**config.mk**
```make
export PLATFORM = sky130hd
export DESIGN_NAME = psrpc_ctrl
export DESIGN_NICKNAME = d
export VERILOG_FILES = /design/src/psrpc_pkg.sv /design/src/psrpc_tick_if.sv /design/src/psrpc_divider.sv /design/src/psrpc_ctrl.sv
export SDC_FILE = /design/constraint.sdc
export NUM_CORES = 1
export LEC_CHECK = 0
export ABC_AREA = 1
export BUFFER_PORTS_ARGS = -buffer_cell sky130_fd_sc_hd__buf_4
export CAP_MARGIN = 20
export CORE_AREA = 8 8 95 97
export DETAILED_ROUTE_END_ITERATION = 8
export DIE_AREA = 0 0 103 105
export HOLD_SLACK_MARGIN = 0.02
export PLACE_DENSITY_LB_ADDON = 0.2
export SYNTH_ARGS = -nofsm -noshare
export SYNTH_HDL_FRONTEND = slang
export SYNTH_SLANG_ARGS = --single-unit
export TNS_END_PERCENT = 1
```
**constraint.sdc**
```tcl
create_clock -name ref_clk -period 3 [get_ports ref_clk]
set_clock_uncertainty 0.2 [all_clocks]
set_input_delay 0.15 -clock ref_clk [delete_from_list [all_inputs] [get_ports ref_clk]]
set_output_delay 0.15 -clock ref_clk [all_outputs]
set_load 0.005 [all_outputs]
```
**src/psrpc_pkg.sv**
```systemverilog
// package: register map, fields, reset values and timing for the reset controller
package psrpc_pkg;
	localparam logic [15:0] CORE_CONTROL_ADDR     = 16'h0000;
	localparam logic [15:0] SUBSYS_RESET_ADDR     = 16'hFF0C;
	localparam logic [15:0] PIN_RELATCH_EN_ADDR   = 16'hFF0D;
	localparam int          CORE_RESET_BIT        = 15;
	localparam int          SOFT_PD_BIT           = 11;
	localparam int          SUBSYS_RESET_BIT      = 0;
	localparam int          PIN_RELATCH_EN_BIT    = 0;
	localparam logic [15:0] CORE_CONTROL_RST      = 16'h0000;
	localparam logic        PIN_RELATCH_EN_RST    = 1'b0;
	localparam int          STRAP_W               = 8;
	localparam int          CLK_MHZ               = 40;
	localparam int          SEQ_STEP_NS           = 200;
	localparam int          SEQ_STEP_CYC          = (SEQ_STEP_NS * CLK_MHZ + 999) / 1000;
	localparam int          SETTLE_US             = 1000;
	localparam int          SETTLE_CYC            = SETTLE_US * CLK_MHZ;
	localparam int          DIV25_NUM             = 5;
	localparam int          DIV25_DEN             = 8;
	typedef enum logic [2:0] {
		PSRPC_RUN    = 3'b000,
		PSRPC_SETTLE = 3'b001,
		PSRPC_LATCH  = 3'b011,
		PSRPC_HOLD   = 3'b010,
		PSRPC_DONE   = 3'b110
	} psrpc_state_e;
	typedef enum logic [1:0] {
		PSRPC_KIND_HW   = 2'b00,
		PSRPC_KIND_PIN  = 2'b01,
		PSRPC_KIND_SUB  = 2'b11,
		PSRPC_KIND_CORE = 2'b10
	} psrpc_kind_e;
endpackage

```
**src/psrpc_tick_if.sv**
```systemverilog
// interface: enable pulse carried from the rate divider to the controller
`timescale 1ns/1ps
interface psrpc_tick_if;
	logic tick;
	modport src (output tick);
	modport dst (input tick);
endinterface

```
**src/psrpc_divider.sv**
```systemverilog
// fractional rate divider making a one-cycle enable pulse
`timescale 1ns/1ps
module psrpc_divider #(
	parameter int NUM = psrpc_pkg::DIV25_NUM,
	parameter int DEN = psrpc_pkg::DIV25_DEN
) (
	input  wire logic   ref_clk,
	input  wire logic   srst,
	input  wire logic   run,
	psrpc_tick_if.src   t
);
	import psrpc_pkg::*;
	initial begin
		if (NUM < 1 || NUM > DEN || DEN > 255)
			$error("bad divider ratio");
	end
	logic [8:0] acc;
	logic [8:0] sum;
	assign sum = acc + 9'(NUM);
	always_ff @(posedge ref_clk) begin
		if (srst || !run) begin
			acc    <= 9'h000;
			t.tick <= 1'b0;
		end else if (sum >= 9'(DEN)) begin
			acc    <= sum - 9'(DEN);
			t.tick <= 1'b1;
		end else begin
			acc    <= sum;
			t.tick <= 1'b0;
		end
	end
endmodule // psrpc_divider

```
**src/psrpc_ctrl.sv**
```systemverilog
// reset and power-down controller: reset types, domain resets, power modes
// Operation
// - re-latch reset runs hardware sequence but skips oscillator settling
// - re-latch reset samples straps again and resets MAC block and core
// - multiplier kept out of reset if 125 MHz aux clock chosen
// - re-latch enable bit returns to zero during its own reset
// - 125 MHz aux clock withheld while re-latch reset runs
// - subsystem reset bit resets all register domains, MAC block, core
// - plain subsystem reset reuses earlier latched strap values
// - aux clock keeps running during plain subsystem or core resets
// - core reset bit resets core registers and core, not MAC block
// - core reset keeps subsystem registers, restores core strap defaults
// - reset pin low means full power-down, registers not accessible
// - hardware power-down tristates MAC outputs and stops aux clock
// - soft power-down bit forces soft power-down, default from straps
// - soft power-down ignores line, keeps registers, clocks at 25 MHz
// - soft power-down drives MAC outputs low, receive clock high
// - multiplier stays enabled in soft power-down if 125 MHz chosen
// - clearing soft power-down starts link bring-up
`timescale 1ns/1ps
module psrpc_ctrl #(
	parameter int SETTLE_CYCLES = psrpc_pkg::SETTLE_CYC,
	parameter int STEP_CYCLES   = psrpc_pkg::SEQ_STEP_CYC,
	parameter int PD_STRAP_BIT  = 0
) (
	input  wire logic                           ref_clk,
	input  wire logic                           srst,
	input  wire logic                           reset_n_pin,
	input  wire logic [psrpc_pkg::STRAP_W-1:0]  strap_pins,
	input  wire logic                           link_state_strap_pin,
	input  wire logic                           indicator_strap_pin,
	input  wire logic                           aux_sel_125,
	input  wire logic                           aux_clock_enable,
	input  wire logic                           reg_wr,
	input  wire logic                           reg_rd,
	input  wire logic [15:0]                    reg_addr,
	input  wire logic [15:0]                    reg_wdata,
	output logic      [15:0]                    reg_rdata,
	output logic                                reg_ack,
	output logic      [psrpc_pkg::STRAP_W-1:0]  strap_latched,
	output logic                                xtal_enable,
	output logic                                subsys_regs_rst,
	output logic                                core_regs_rst,
	output logic                                mac_if_rst,
	output logic                                core_rst,
	output logic                                clock_multiplier_rst,
	output logic                                clock_multiplier_en,
	output logic                                aux_clock_out_en,
	output logic                                mac_out_oe_n,
	output logic                                mac_idle_force,
	output logic                                line_enable,
	output logic                                link_bringup,
	output logic                                slow_clk_en,
	output logic                                soft_powerdown
);
	import psrpc_pkg::*;
	initial begin
		if (SETTLE_CYCLES < 1 || STEP_CYCLES < 1 || PD_STRAP_BIT >= STRAP_W)
			$error("bad controller parameters");
	end
	psrpc_state_e state;
	psrpc_kind_e  kind;
	logic [31:0]  cnt;
	logic         pin_relatch_reset_enable;
	logic         subsystem_reset_trigger;
	logic         core_reset_trigger;
	logic         pd_default;
	logic         hw_pd;
	logic         busy;
	logic         acc_ok;
	logic         wr_sub;
	logic         wr_core;
	logic         pd_q;
	logic         pd_latched;
	psrpc_tick_if tk ();
	assign hw_pd   = !reset_n_pin;
	assign busy    = state != PSRPC_RUN;
	assign acc_ok  = !hw_pd && !busy;
	assign wr_sub  = acc_ok && reg_wr && reg_addr == SUBSYS_RESET_ADDR;
	assign wr_core = acc_ok && reg_wr && reg_addr == CORE_CONTROL_ADDR;
	assign pd_default = link_state_strap_pin & indicator_strap_pin;
	psrpc_divider u_div (
		.ref_clk (ref_clk),
		.srst    (srst),
		.run     (soft_powerdown && !hw_pd),
		.t       (tk)
	);
	always_ff @(posedge ref_clk) begin
		if (srst || hw_pd) begin
			state <= PSRPC_SETTLE;
			kind  <= PSRPC_KIND_HW;
			cnt   <= 32'h0;
		end else begin
			unique case (state)
			PSRPC_RUN: begin
				cnt <= 32'h0;
				if (wr_sub && reg_wdata[SUBSYS_RESET_BIT]) begin
					state <= pin_relatch_reset_enable ? PSRPC_LATCH
						: PSRPC_HOLD;
					kind  <= pin_relatch_reset_enable ? PSRPC_KIND_PIN
						: PSRPC_KIND_SUB;
				end else if (wr_core && reg_wdata[CORE_RESET_BIT]) begin
					state <= PSRPC_HOLD;
					kind  <= PSRPC_KIND_CORE;
				end
			end
			PSRPC_SETTLE: begin
				cnt <= cnt + 32'h1;
				if (cnt >= 32'(SETTLE_CYCLES - 1)) begin
					state <= PSRPC_LATCH;
					cnt   <= 32'h0;
				end
			end
			PSRPC_LATCH: state <= PSRPC_HOLD;
			PSRPC_HOLD: begin
				cnt <= cnt + 32'h1;
				if (cnt >= 32'(STEP_CYCLES - 1))
					state <= PSRPC_DONE;
			end
			PSRPC_DONE: state <= PSRPC_RUN;
			// unused code: finish so the trigger bits clear
			default: state <= PSRPC_DONE;
			endcase
		end
	end
	always_ff @(posedge ref_clk) begin
		if (srst) begin
			strap_latched <= '0;
			pd_latched    <= 1'b0;
		end else if (!hw_pd && state == PSRPC_LATCH) begin
			strap_latched <= strap_pins;
			// link pins kept too, so later resets need no resample
			pd_latched    <= pd_default | strap_pins[PD_STRAP_BIT];
		end
	end
	always_ff @(posedge ref_clk) begin
		if (srst || hw_pd) begin
			pin_relatch_reset_enable <= PIN_RELATCH_EN_RST;
		end else if (state == PSRPC_LATCH && kind == PSRPC_KIND_PIN) begin
			pin_relatch_reset_enable <= PIN_RELATCH_EN_RST;
		end else if (acc_ok && reg_wr && reg_addr == PIN_RELATCH_EN_ADDR) begin
			pin_relatch_reset_enable <= reg_wdata[PIN_RELATCH_EN_BIT];
		end
	end
	// trigger bits hold 1 while their sequence runs, 0 once it is done
	always_ff @(posedge ref_clk) begin
		if (srst || hw_pd) begin
			subsystem_reset_trigger <= 1'b0;
			core_reset_trigger      <= 1'b0;
		end else if (state == PSRPC_DONE) begin
			subsystem_reset_trigger <= 1'b0;
			core_reset_trigger      <= 1'b0;
		end else begin
			if (wr_sub && reg_wdata[SUBSYS_RESET_BIT])
				subsystem_reset_trigger <= 1'b1;
			if (wr_core && reg_wdata[CORE_RESET_BIT])
				core_reset_trigger <= 1'b1;
		end
	end
	// power-down default restored from the straps on every core reset
	always_ff @(posedge ref_clk) begin
		if (srst) begin
			soft_powerdown <= CORE_CONTROL_RST[SOFT_PD_BIT];
		end else if (hw_pd) begin
			soft_powerdown <= soft_powerdown;
		end else if (state == PSRPC_LATCH && kind != PSRPC_KIND_SUB
				&& kind != PSRPC_KIND_CORE) begin
			soft_powerdown <= pd_default | strap_pins[PD_STRAP_BIT];
		end else if (state == PSRPC_HOLD && kind != PSRPC_KIND_PIN
				&& kind != PSRPC_KIND_HW) begin
			soft_powerdown <= pd_latched;
		end else if (wr_core && !reg_wdata[CORE_RESET_BIT]) begin
			soft_powerdown <= reg_wdata[SOFT_PD_BIT];
		end
	end
	always_ff @(posedge ref_clk) begin
		if (srst) begin
			reg_rdata <= 16'h0000;
			reg_ack   <= 1'b0;
		end else begin
			reg_ack   <= acc_ok && (reg_rd || reg_wr);
			reg_rdata <= 16'h0000;
			if (acc_ok && reg_rd) begin
				unique case (reg_addr)
				CORE_CONTROL_ADDR: begin
					reg_rdata[CORE_RESET_BIT] <= core_reset_trigger;
					reg_rdata[SOFT_PD_BIT]    <= soft_powerdown;
				end
				SUBSYS_RESET_ADDR:
					reg_rdata[SUBSYS_RESET_BIT] <= subsystem_reset_trigger;
				PIN_RELATCH_EN_ADDR:
					reg_rdata[PIN_RELATCH_EN_BIT] <= pin_relatch_reset_enable;
				default: reg_rdata <= 16'h0000;
				endcase
			end
		end
	end
	// domain resets come from flops so no glitch reaches the domains
	always_ff @(posedge ref_clk) begin
		if (srst) begin
			xtal_enable          <= 1'b0;
			subsys_regs_rst      <= 1'b1;
			core_regs_rst        <= 1'b1;
			mac_if_rst           <= 1'b1;
			core_rst             <= 1'b1;
			clock_multiplier_rst <= 1'b1;
		end else begin
			xtal_enable     <= !hw_pd;
			subsys_regs_rst <= hw_pd || (busy && kind != PSRPC_KIND_CORE
				&& state != PSRPC_DONE);
			core_regs_rst   <= hw_pd || (busy && state != PSRPC_DONE);
			mac_if_rst      <= hw_pd || (busy && kind != PSRPC_KIND_CORE
				&& state != PSRPC_DONE);
			core_rst        <= hw_pd || (busy && state != PSRPC_DONE);
			clock_multiplier_rst <= hw_pd || (busy && state != PSRPC_DONE
				&& (kind == PSRPC_KIND_HW || !aux_sel_125));
		end
	end
	// power modes; the 25 MHz enable stands in for the gated core clock
	always_ff @(posedge ref_clk) begin
		if (srst) begin
			clock_multiplier_en <= 1'b0;
			aux_clock_out_en    <= 1'b0;
			mac_out_oe_n        <= 1'b1;
			mac_idle_force      <= 1'b1;
			line_enable         <= 1'b0;
			link_bringup        <= 1'b0;
			slow_clk_en         <= 1'b0;
			pd_q                <= 1'b0;
		end else begin
			pd_q                <= soft_powerdown;
			clock_multiplier_en <= !hw_pd
				&& (!soft_powerdown || aux_sel_125);
			aux_clock_out_en    <= aux_clock_enable && !hw_pd
				&& !(busy && (kind == PSRPC_KIND_PIN) && aux_sel_125)
				&& !(busy && kind == PSRPC_KIND_HW);
			mac_out_oe_n        <= hw_pd;
			mac_idle_force      <= hw_pd || soft_powerdown || core_rst;
			line_enable         <= !hw_pd && !soft_powerdown && !busy;
			link_bringup        <= !hw_pd && !busy && pd_q
				&& !soft_powerdown;
			slow_clk_en         <= tk.tick;
		end
	end
endmodule // psrpc_ctrl

```
==> results of run 1 <==
-- power by group --
group | switching (W) | leakage (nW) | total [W] | internal, W
Combinational | 0.0000475 | 1.41 | 0.000102 | 0.0000541
Sequential | 0.00000261 | 0.613 | 0.00101 | 0.00101
Clock | 0.000418 | 0.113 | 0.000901 | 0.000483
-- worst register-to-register path, cell delays in order, from the launching register on --
cell	delay (ns)
dfxtp_1	0.38
nand2_1	0.10
nor2_1	0.36
buf_4	0.25
nand3_1	0.09
dlygate4sd3_1	0.58
a21oi_1	0.15
dlygate4sd3_1	0.57
-- layer usage --
metal  track usage, %  share of wire [%]
met1             24.6                 40
met2             36.9                 50
met4             10.7                3.0
met3             3.65                6.4
met5                0                  0
-- worst min-delay path by stage --
stage | start | end | slack, ns | cells past startpoint
6_report | reg_wdata[11] | soft_powerdown | 0.09 | 7
5_1_grt | reg_wdata[11] | soft_powerdown | 0.11 | 7
4_1_cts | reg_addr[2] | reg_rdata[11] | 0.05 | 7
3_5_place_dp | u_div.t.tick | slow_clk_en | 0.20 | 2
3_3_place_gp | aux_clock_enable | aux_clock_out_en | 0.20 | 3
2_1_floorplan | srst | strap_latched[0] | 0.02 | 1
-- synthesized netlist by cell type (3+ instances only) --
master,n
xor2_1,10
o21ai_0,12
nor4_1,8
buf_4,16
a31oi_1,3
nor3_4,4
nand2_2,6
nand2_1,142
nor3_1,15
nand4_1,16
nor2_2,8
ha_1,4
nand3_1,60
a21oi_1,37
clkbuf_1,7
nor2_1,96
xnor2_1,5
inv_1,62
dfxtp_1,76
-- registers in the layout (all words and copies together), names as in the netlist, 2 cells and up --
register       flops
state              3
kind               2
u_div.acc          9
strap_latched      8
reg_rdata          3
cnt               32
-- final cells by class --
| type | instances | area (sq um) | share of cell area, % |
|---|---|---|---|
| multi-input cells | 455 | 2210 | 42.9 |
| well taps | 102 | 128 | 2.47 |
| clock inverters | 7 | 105 | 2.04 |
| clock buffers | 9 | 124 | 2.40 |
| flip-flops and latches | 76 | 1520 | 29.5 |
| repair buffers | 99 | 831 | 16.1 |
| inverters | 64 | 240 | 4.65 |
-- metrics by stage --
stage,cell area (sq um),setup slack [ns],instances
global route,5160,0.136,812
floorplan,4110,0.998,618
finish,5160,0.281,812
CTS,5160,0.0513,813
global placement,4570,0.824,761
detailed placement,4570,0.752,761
-- kinds of logic after synthesis --
kind of cell / count (synthesis) / synth area share [%]
xor gates and xnor gates: 15 / 3.23
DFF: 76 / 37.5
buffers and inverters: 87 / 9.52
AOI/OAI and AO/OA: 56 / 7.24
and+or+nand+nor: 367 / 41.2
adders and majority gates: 4 / 1.23
other: 1 / 0.0923
-- timing repair --
item                                    in CTS  in global routing
endpoints found under the hold margin       23                  0
resized for setup                            0                  2
endpoints found under the setup margin       0                  1
setup buffers                                0                  0
hold buffers                                36                  0
==> flow_summary.toml, run 1 <==
[status]
outcome = "completed"

[sta]
fin_crit_ns = 2.72
fin_crit_sh_pct = 90.6
rsz0062_at_grt = "no"
hold_violations = 0
fmax_ghz = 0.368
fin_hold_ws_ns = 0.0884
setup_viol_count_final = 0
finalMaxSlewViolations = 0
relSlewSlack_pct = 58.1
worstMarginPinSlew_ns = 0.623
setup_tns_ns = 0

[setup_path]
crit_path_end = "strap_latched[2]"
regToRegStartpoint = "state[0]"
cpMostUsedCell = "dlygate4sd3_1"
worstPathRequired_ns = 3.09
cp.depth = 7
crit_start = "state[0]"
end_kind = "flop"
r2r_end = "strap_latched[2]"
crit_chain = "nand2_1, nor2_1, buf_4, nand3_1, dlygate4sd3_1, a21oi_1, dlygate4sd3_1"
r2r_cells = 7
timing_worst_setup_path_type = "reg2reg"
cpLargestDelayFamily = "buffers and inverters"
slowest_delay_ns = 0.58
critPathLaunchType = "flop"
worst_path_max_delay_cell = "dlygate4sd3_1"
worst_ep_arrival_time_ns = 2.81
r2r_setup_slack_ns = 0.28
critPathBufInv = 3
worst-path-max-fanout = 7

[clocking]
cts.sinks = 76
clk_pin_slew_worst_paths_ns = 0.09
cts-buffers-inserted = 9
clock_latency_ns = 0.35
cts_buffer_depth = 2
h-tree-depth = 3
cts_tree = "yes"
cts_root_buffer = "clkbuf_8"

[floorplanning]
die_h_um = 105
rows = 32
io_pins = 88
die-area_sq_um = 10800
core_area_sq_um = 7530
die_w_um = 103
start_util_pct = 54.0

[route]
drt_iter0_markers = 304
wirelength_um = 11500
post-route-drc-count = 0
wire_per_inst_um = 14.1
routed_via_density = 5.31
ant_nets = 0
num_vias = 4311
drt_pre_antenna_iters = 6

[finish]
insertedDiodeCount = 0
layout_common_cells = "142 x nand2_1, 96 x nor2_1, 76 x dfxtp_1, 64 x buf_4, 62 x inv_1"
final_util_pct = 68.6
nFillCells = 651
syn2layout_area_growth_pct = 27.1
nNetsFinal = 758
drive_gt1_share_pct = 15.1
layout_commonest_cell = "nand2_1"

[synth]
synth_warnings = 0
ys_types = 34
synth_top_area_share_pct = 37.5
synth_area_leaders = "dfxtp_1 37%, nand2_1 13%, nor2_1 8.9%"
netlist_area_sq_um = 4060
synth_seq_cells = 76
avgSynthCellArea_sq_um = 6.70
yosysTopAreaCell = "dfxtp_1"
ys_async_sr_fraction_pct = 0
synth_flop_cell = "dfxtp_1"
synth_edf_count = 0
ys_seq_area_share_pct = 37.5
synthCells = 606

[place]
portBuffers = 61
place_congestion = 0.943
dp.final_hpwl_um = 8020

[grt]
overflow = 0
grt_pass1_wl_um = 18700
grtUsageTotal_pct = 21.4
first_global_vias = 4136
grt_max_degree = 19
antenna_found_initial = 0

[power_and_ir_drop]
power_density_nw_per_um2 = 391
totalPowerFinal_w = 0.00202
cellLeakagePower_nw = 2.14
peakVddDrop_v = 0.000221

[run]
drv_cap = 0

[hold_path]
hold_class = "in2reg"
(Power assumes the default switching activity.)
==> inputs of run 2 (changes only) <==
--- a/config.mk
+++ b/config.mk
@@ -8,9 +8,9 @@
 export ABC_AREA = 1
 export BUFFER_PORTS_ARGS = -buffer_cell sky130_fd_sc_hd__buf_4
 export CAP_MARGIN = 20
-export CORE_AREA = 8 8 95 97
+export CORE_AREA = 8 8 101 103
 export DETAILED_ROUTE_END_ITERATION = 8
-export DIE_AREA = 0 0 103 105
+export DIE_AREA = 0 0 109 111
 export HOLD_SLACK_MARGIN = 0.02
 export PLACE_DENSITY_LB_ADDON = 0.2
 export SYNTH_ARGS = -nofsm -noshare
==> constraint.sdc (replaced) <==
create_clock -name ref_clk -period 2.4 [get_ports ref_clk]
set_clock_uncertainty 0.2 [all_clocks]
set_input_delay 0.12 -clock ref_clk [delete_from_list [all_inputs] [get_ports ref_clk]]
set_output_delay 0.12 -clock ref_clk [all_outputs]
set_load 0.005 [all_outputs]
==> flow_summary.toml, run 2 (synthesized netlist as in run 1, its figures left out) <==
[floorplanning]
die_h_um = 111
io_pins = 88
core_area_sq_um = 8550
die-area_sq_um = 12100
rows = 34
start_util_pct = 47.5
die_w_um = 109

[finish]
finalInstanceArea_sq_um = 5150
nNetsFinal = 760
layout_commonest_cell = "nand2_1"
seqCellArea_sq_um = 1520
final_cells = 821
top_register = "cnt"
largest_register_ffs = 32
final_util_pct = 60.2
drive_gt1_share_pct = 16.2
layout_common_cells = "142 x nand2_1, 94 x nor2_1, 76 x dfxtp_1, 68 x buf_4, 62 x inv_1"
multi_input_area_sq_um = 2220
nFillCells = 789
syn2layout_area_growth_pct = 26.8
top_regs = "cnt x32, u_div.acc x9, strap_latched x8"

[grt]
grt_pass1_wl_um = 18200
antenna_found_initial = 1
overflow = 0
first_global_vias = 4039
grt_max_degree = 19
grtUsageTotal_pct = 18.1

[sta]
setup_viol_count_final = 0
relSlewSlack_pct = 55.1
fin_crit_ns = 2.25
fin_crit_sh_pct = 93.9
finalMaxSlewViolations = 0
fin_hold_ws_ns = 0.0367
fmax_ghz = 0.444
hold_violations = 0
worstMarginPinSlew_ns = 0.667
setup_ws_ns = 0.148

[clocking]
cts.sinks = 76
cts-buffers-inserted = 9
h-tree-depth = 3
clock_latency_ns = 0.35
cts_buffer_depth = 2
cts_tree = "yes"
cts_root_buffer = "clkbuf_8"
clk_pin_slew_worst_paths_ns = 0.10

[setup_path]
worst_path_max_delay_cell = "dlygate4sd3_1"
slowest_delay_ns = 0.55
critPathBufInv = 5
timing_worst_setup_path_type = "in2reg"
cpMostUsedCell = "dlygate4sd3_1"
crit_chain = "dlygate4sd3_1, buf_4, inv_1, nor2_2, clkinvlp_4, a31oi_1, o21ai_0, a21oi_1, dlygate4sd3_1"
end_kind = "flop"
worst-path-max-fanout = 14
cpLargestDelayFamily = "buffers and inverters"
worstPathRequired_ns = 2.50
r2r_setup_slack_ns = 0.23
worst_ep_arrival_time_ns = 2.35
critPathLaunchType = "input port"

[route]
drt_pre_antenna_iters = 5
wirelength_um = 11000
routed_via_density = 5.16
num_vias = 4233
drt_iter0_markers = 287
post-route-drc-count = 0
wire_per_inst_um = 13.4
ant_nets = 0

[place]
dpl_worst_slack_ns = 0.126
dp.final_hpwl_um = 8130
placed_cells = 770
placed_cell_area_sq_um = 4600
place_congestion = 0.904
portBuffers = 61

[run]
drv_cap = 0

[hold_path]
hold_class = "in2reg"

[power_and_ir_drop]
cellLeakagePower_nw = 2.14
power.internal_w = 0.00173
switchingPower_w = 0.000596
clockPowerShare_pct = 39.9
peakVddDrop_v = 0.000340
swShare_pct = 25.6
power_density_nw_per_um2 = 452
seqPwrFrac_pct = 54.5
power_frac_comb_pct = 5.7

[status]
outcome = "completed"
run 2: worst paths after layout:
path                               startpoint                  endpoint  cells past startpoint
worst min-delay path            reg_wdata[11]            soft_powerdown                      7
worst min register to register   u_div.t.tick               slow_clk_en                      2
worst max-delay path              reset_n_pin  pin_relatch_reset_enable                      9
worst max register to register   u_div.acc[0]              u_div.acc[3]                     14
run 2: timing repair:
| action | CTS | global route |
|---|---|---|
| hold endpoints to repair | 23 | 0 |
| resized for setup | 0 | 7 |
| setup buffers | 0 | 1 |
| hold buffers | 33 | 0 |
| endpoints found under the setup margin | 0 | 9 |
run 2: cell type report:
type	count	area share (%)
Antenna cell	1	0.0486
Multi-Input combinational cell	455	43.1
Clock buffer	9	2.41
Tap cell	108	2.62
Sequential cell	76	29.5
Clock inverter	7	1.14
Inverter	64	4.74
Timing Repair Buffer	101	16.4
run 2: through the flow:
step / TNS (ns) / total power, W
6_report: 0 / 0.00233
5_1_grt: -0.0174 / 0.00242
4_1_cts: 0 / 0.00234
3_5_place_dp: 0 / 0.00140
3_3_place_gp: 0 / 0.00139
2_1_floorplan: 0 / 0.00135
run 2: tightest hold or removal path: stages:
cell and delay [ns]:
buf_4 0.08, nand2_1 0.04, nand3_1 0.05, o21ai_0 0.07, nand3_1 0.08, nand2_1 0.05, nor2_1 0.07
run 2: power by group through the flow:
stage / combinational, W / clock [W] / sequential, W
finish: 0.000132 / 0.000927 / 0.00127
detailed placement: 0.0000990 / 0 / 0.00130
global placement: 0.0000977 / 0 / 0.00130
global route: 0.000143 / 0.00101 / 0.00127
floorplan: 0.0000516 / 0 / 0.00130
CTS: 0.000126 / 0.000942 / 0.00127
run 2: metal layers:
| layer | routed length (um) | up-vias | GRT usage [%] | share of wire [%] |
|---|---|---|---|---|
| met5 | 0 | - | 0 | 0 |
| met4 | 266 | 0 | 7.21 | 2.4 |
| met3 | 640 | 22 | 2.79 | 5.8 |
| met2 | 5340 | 119 | 30.3 | 49 |
| met1 | 4760 | 1955 | 22.4 | 43 |
| li1 | - | 2137 | - | - |
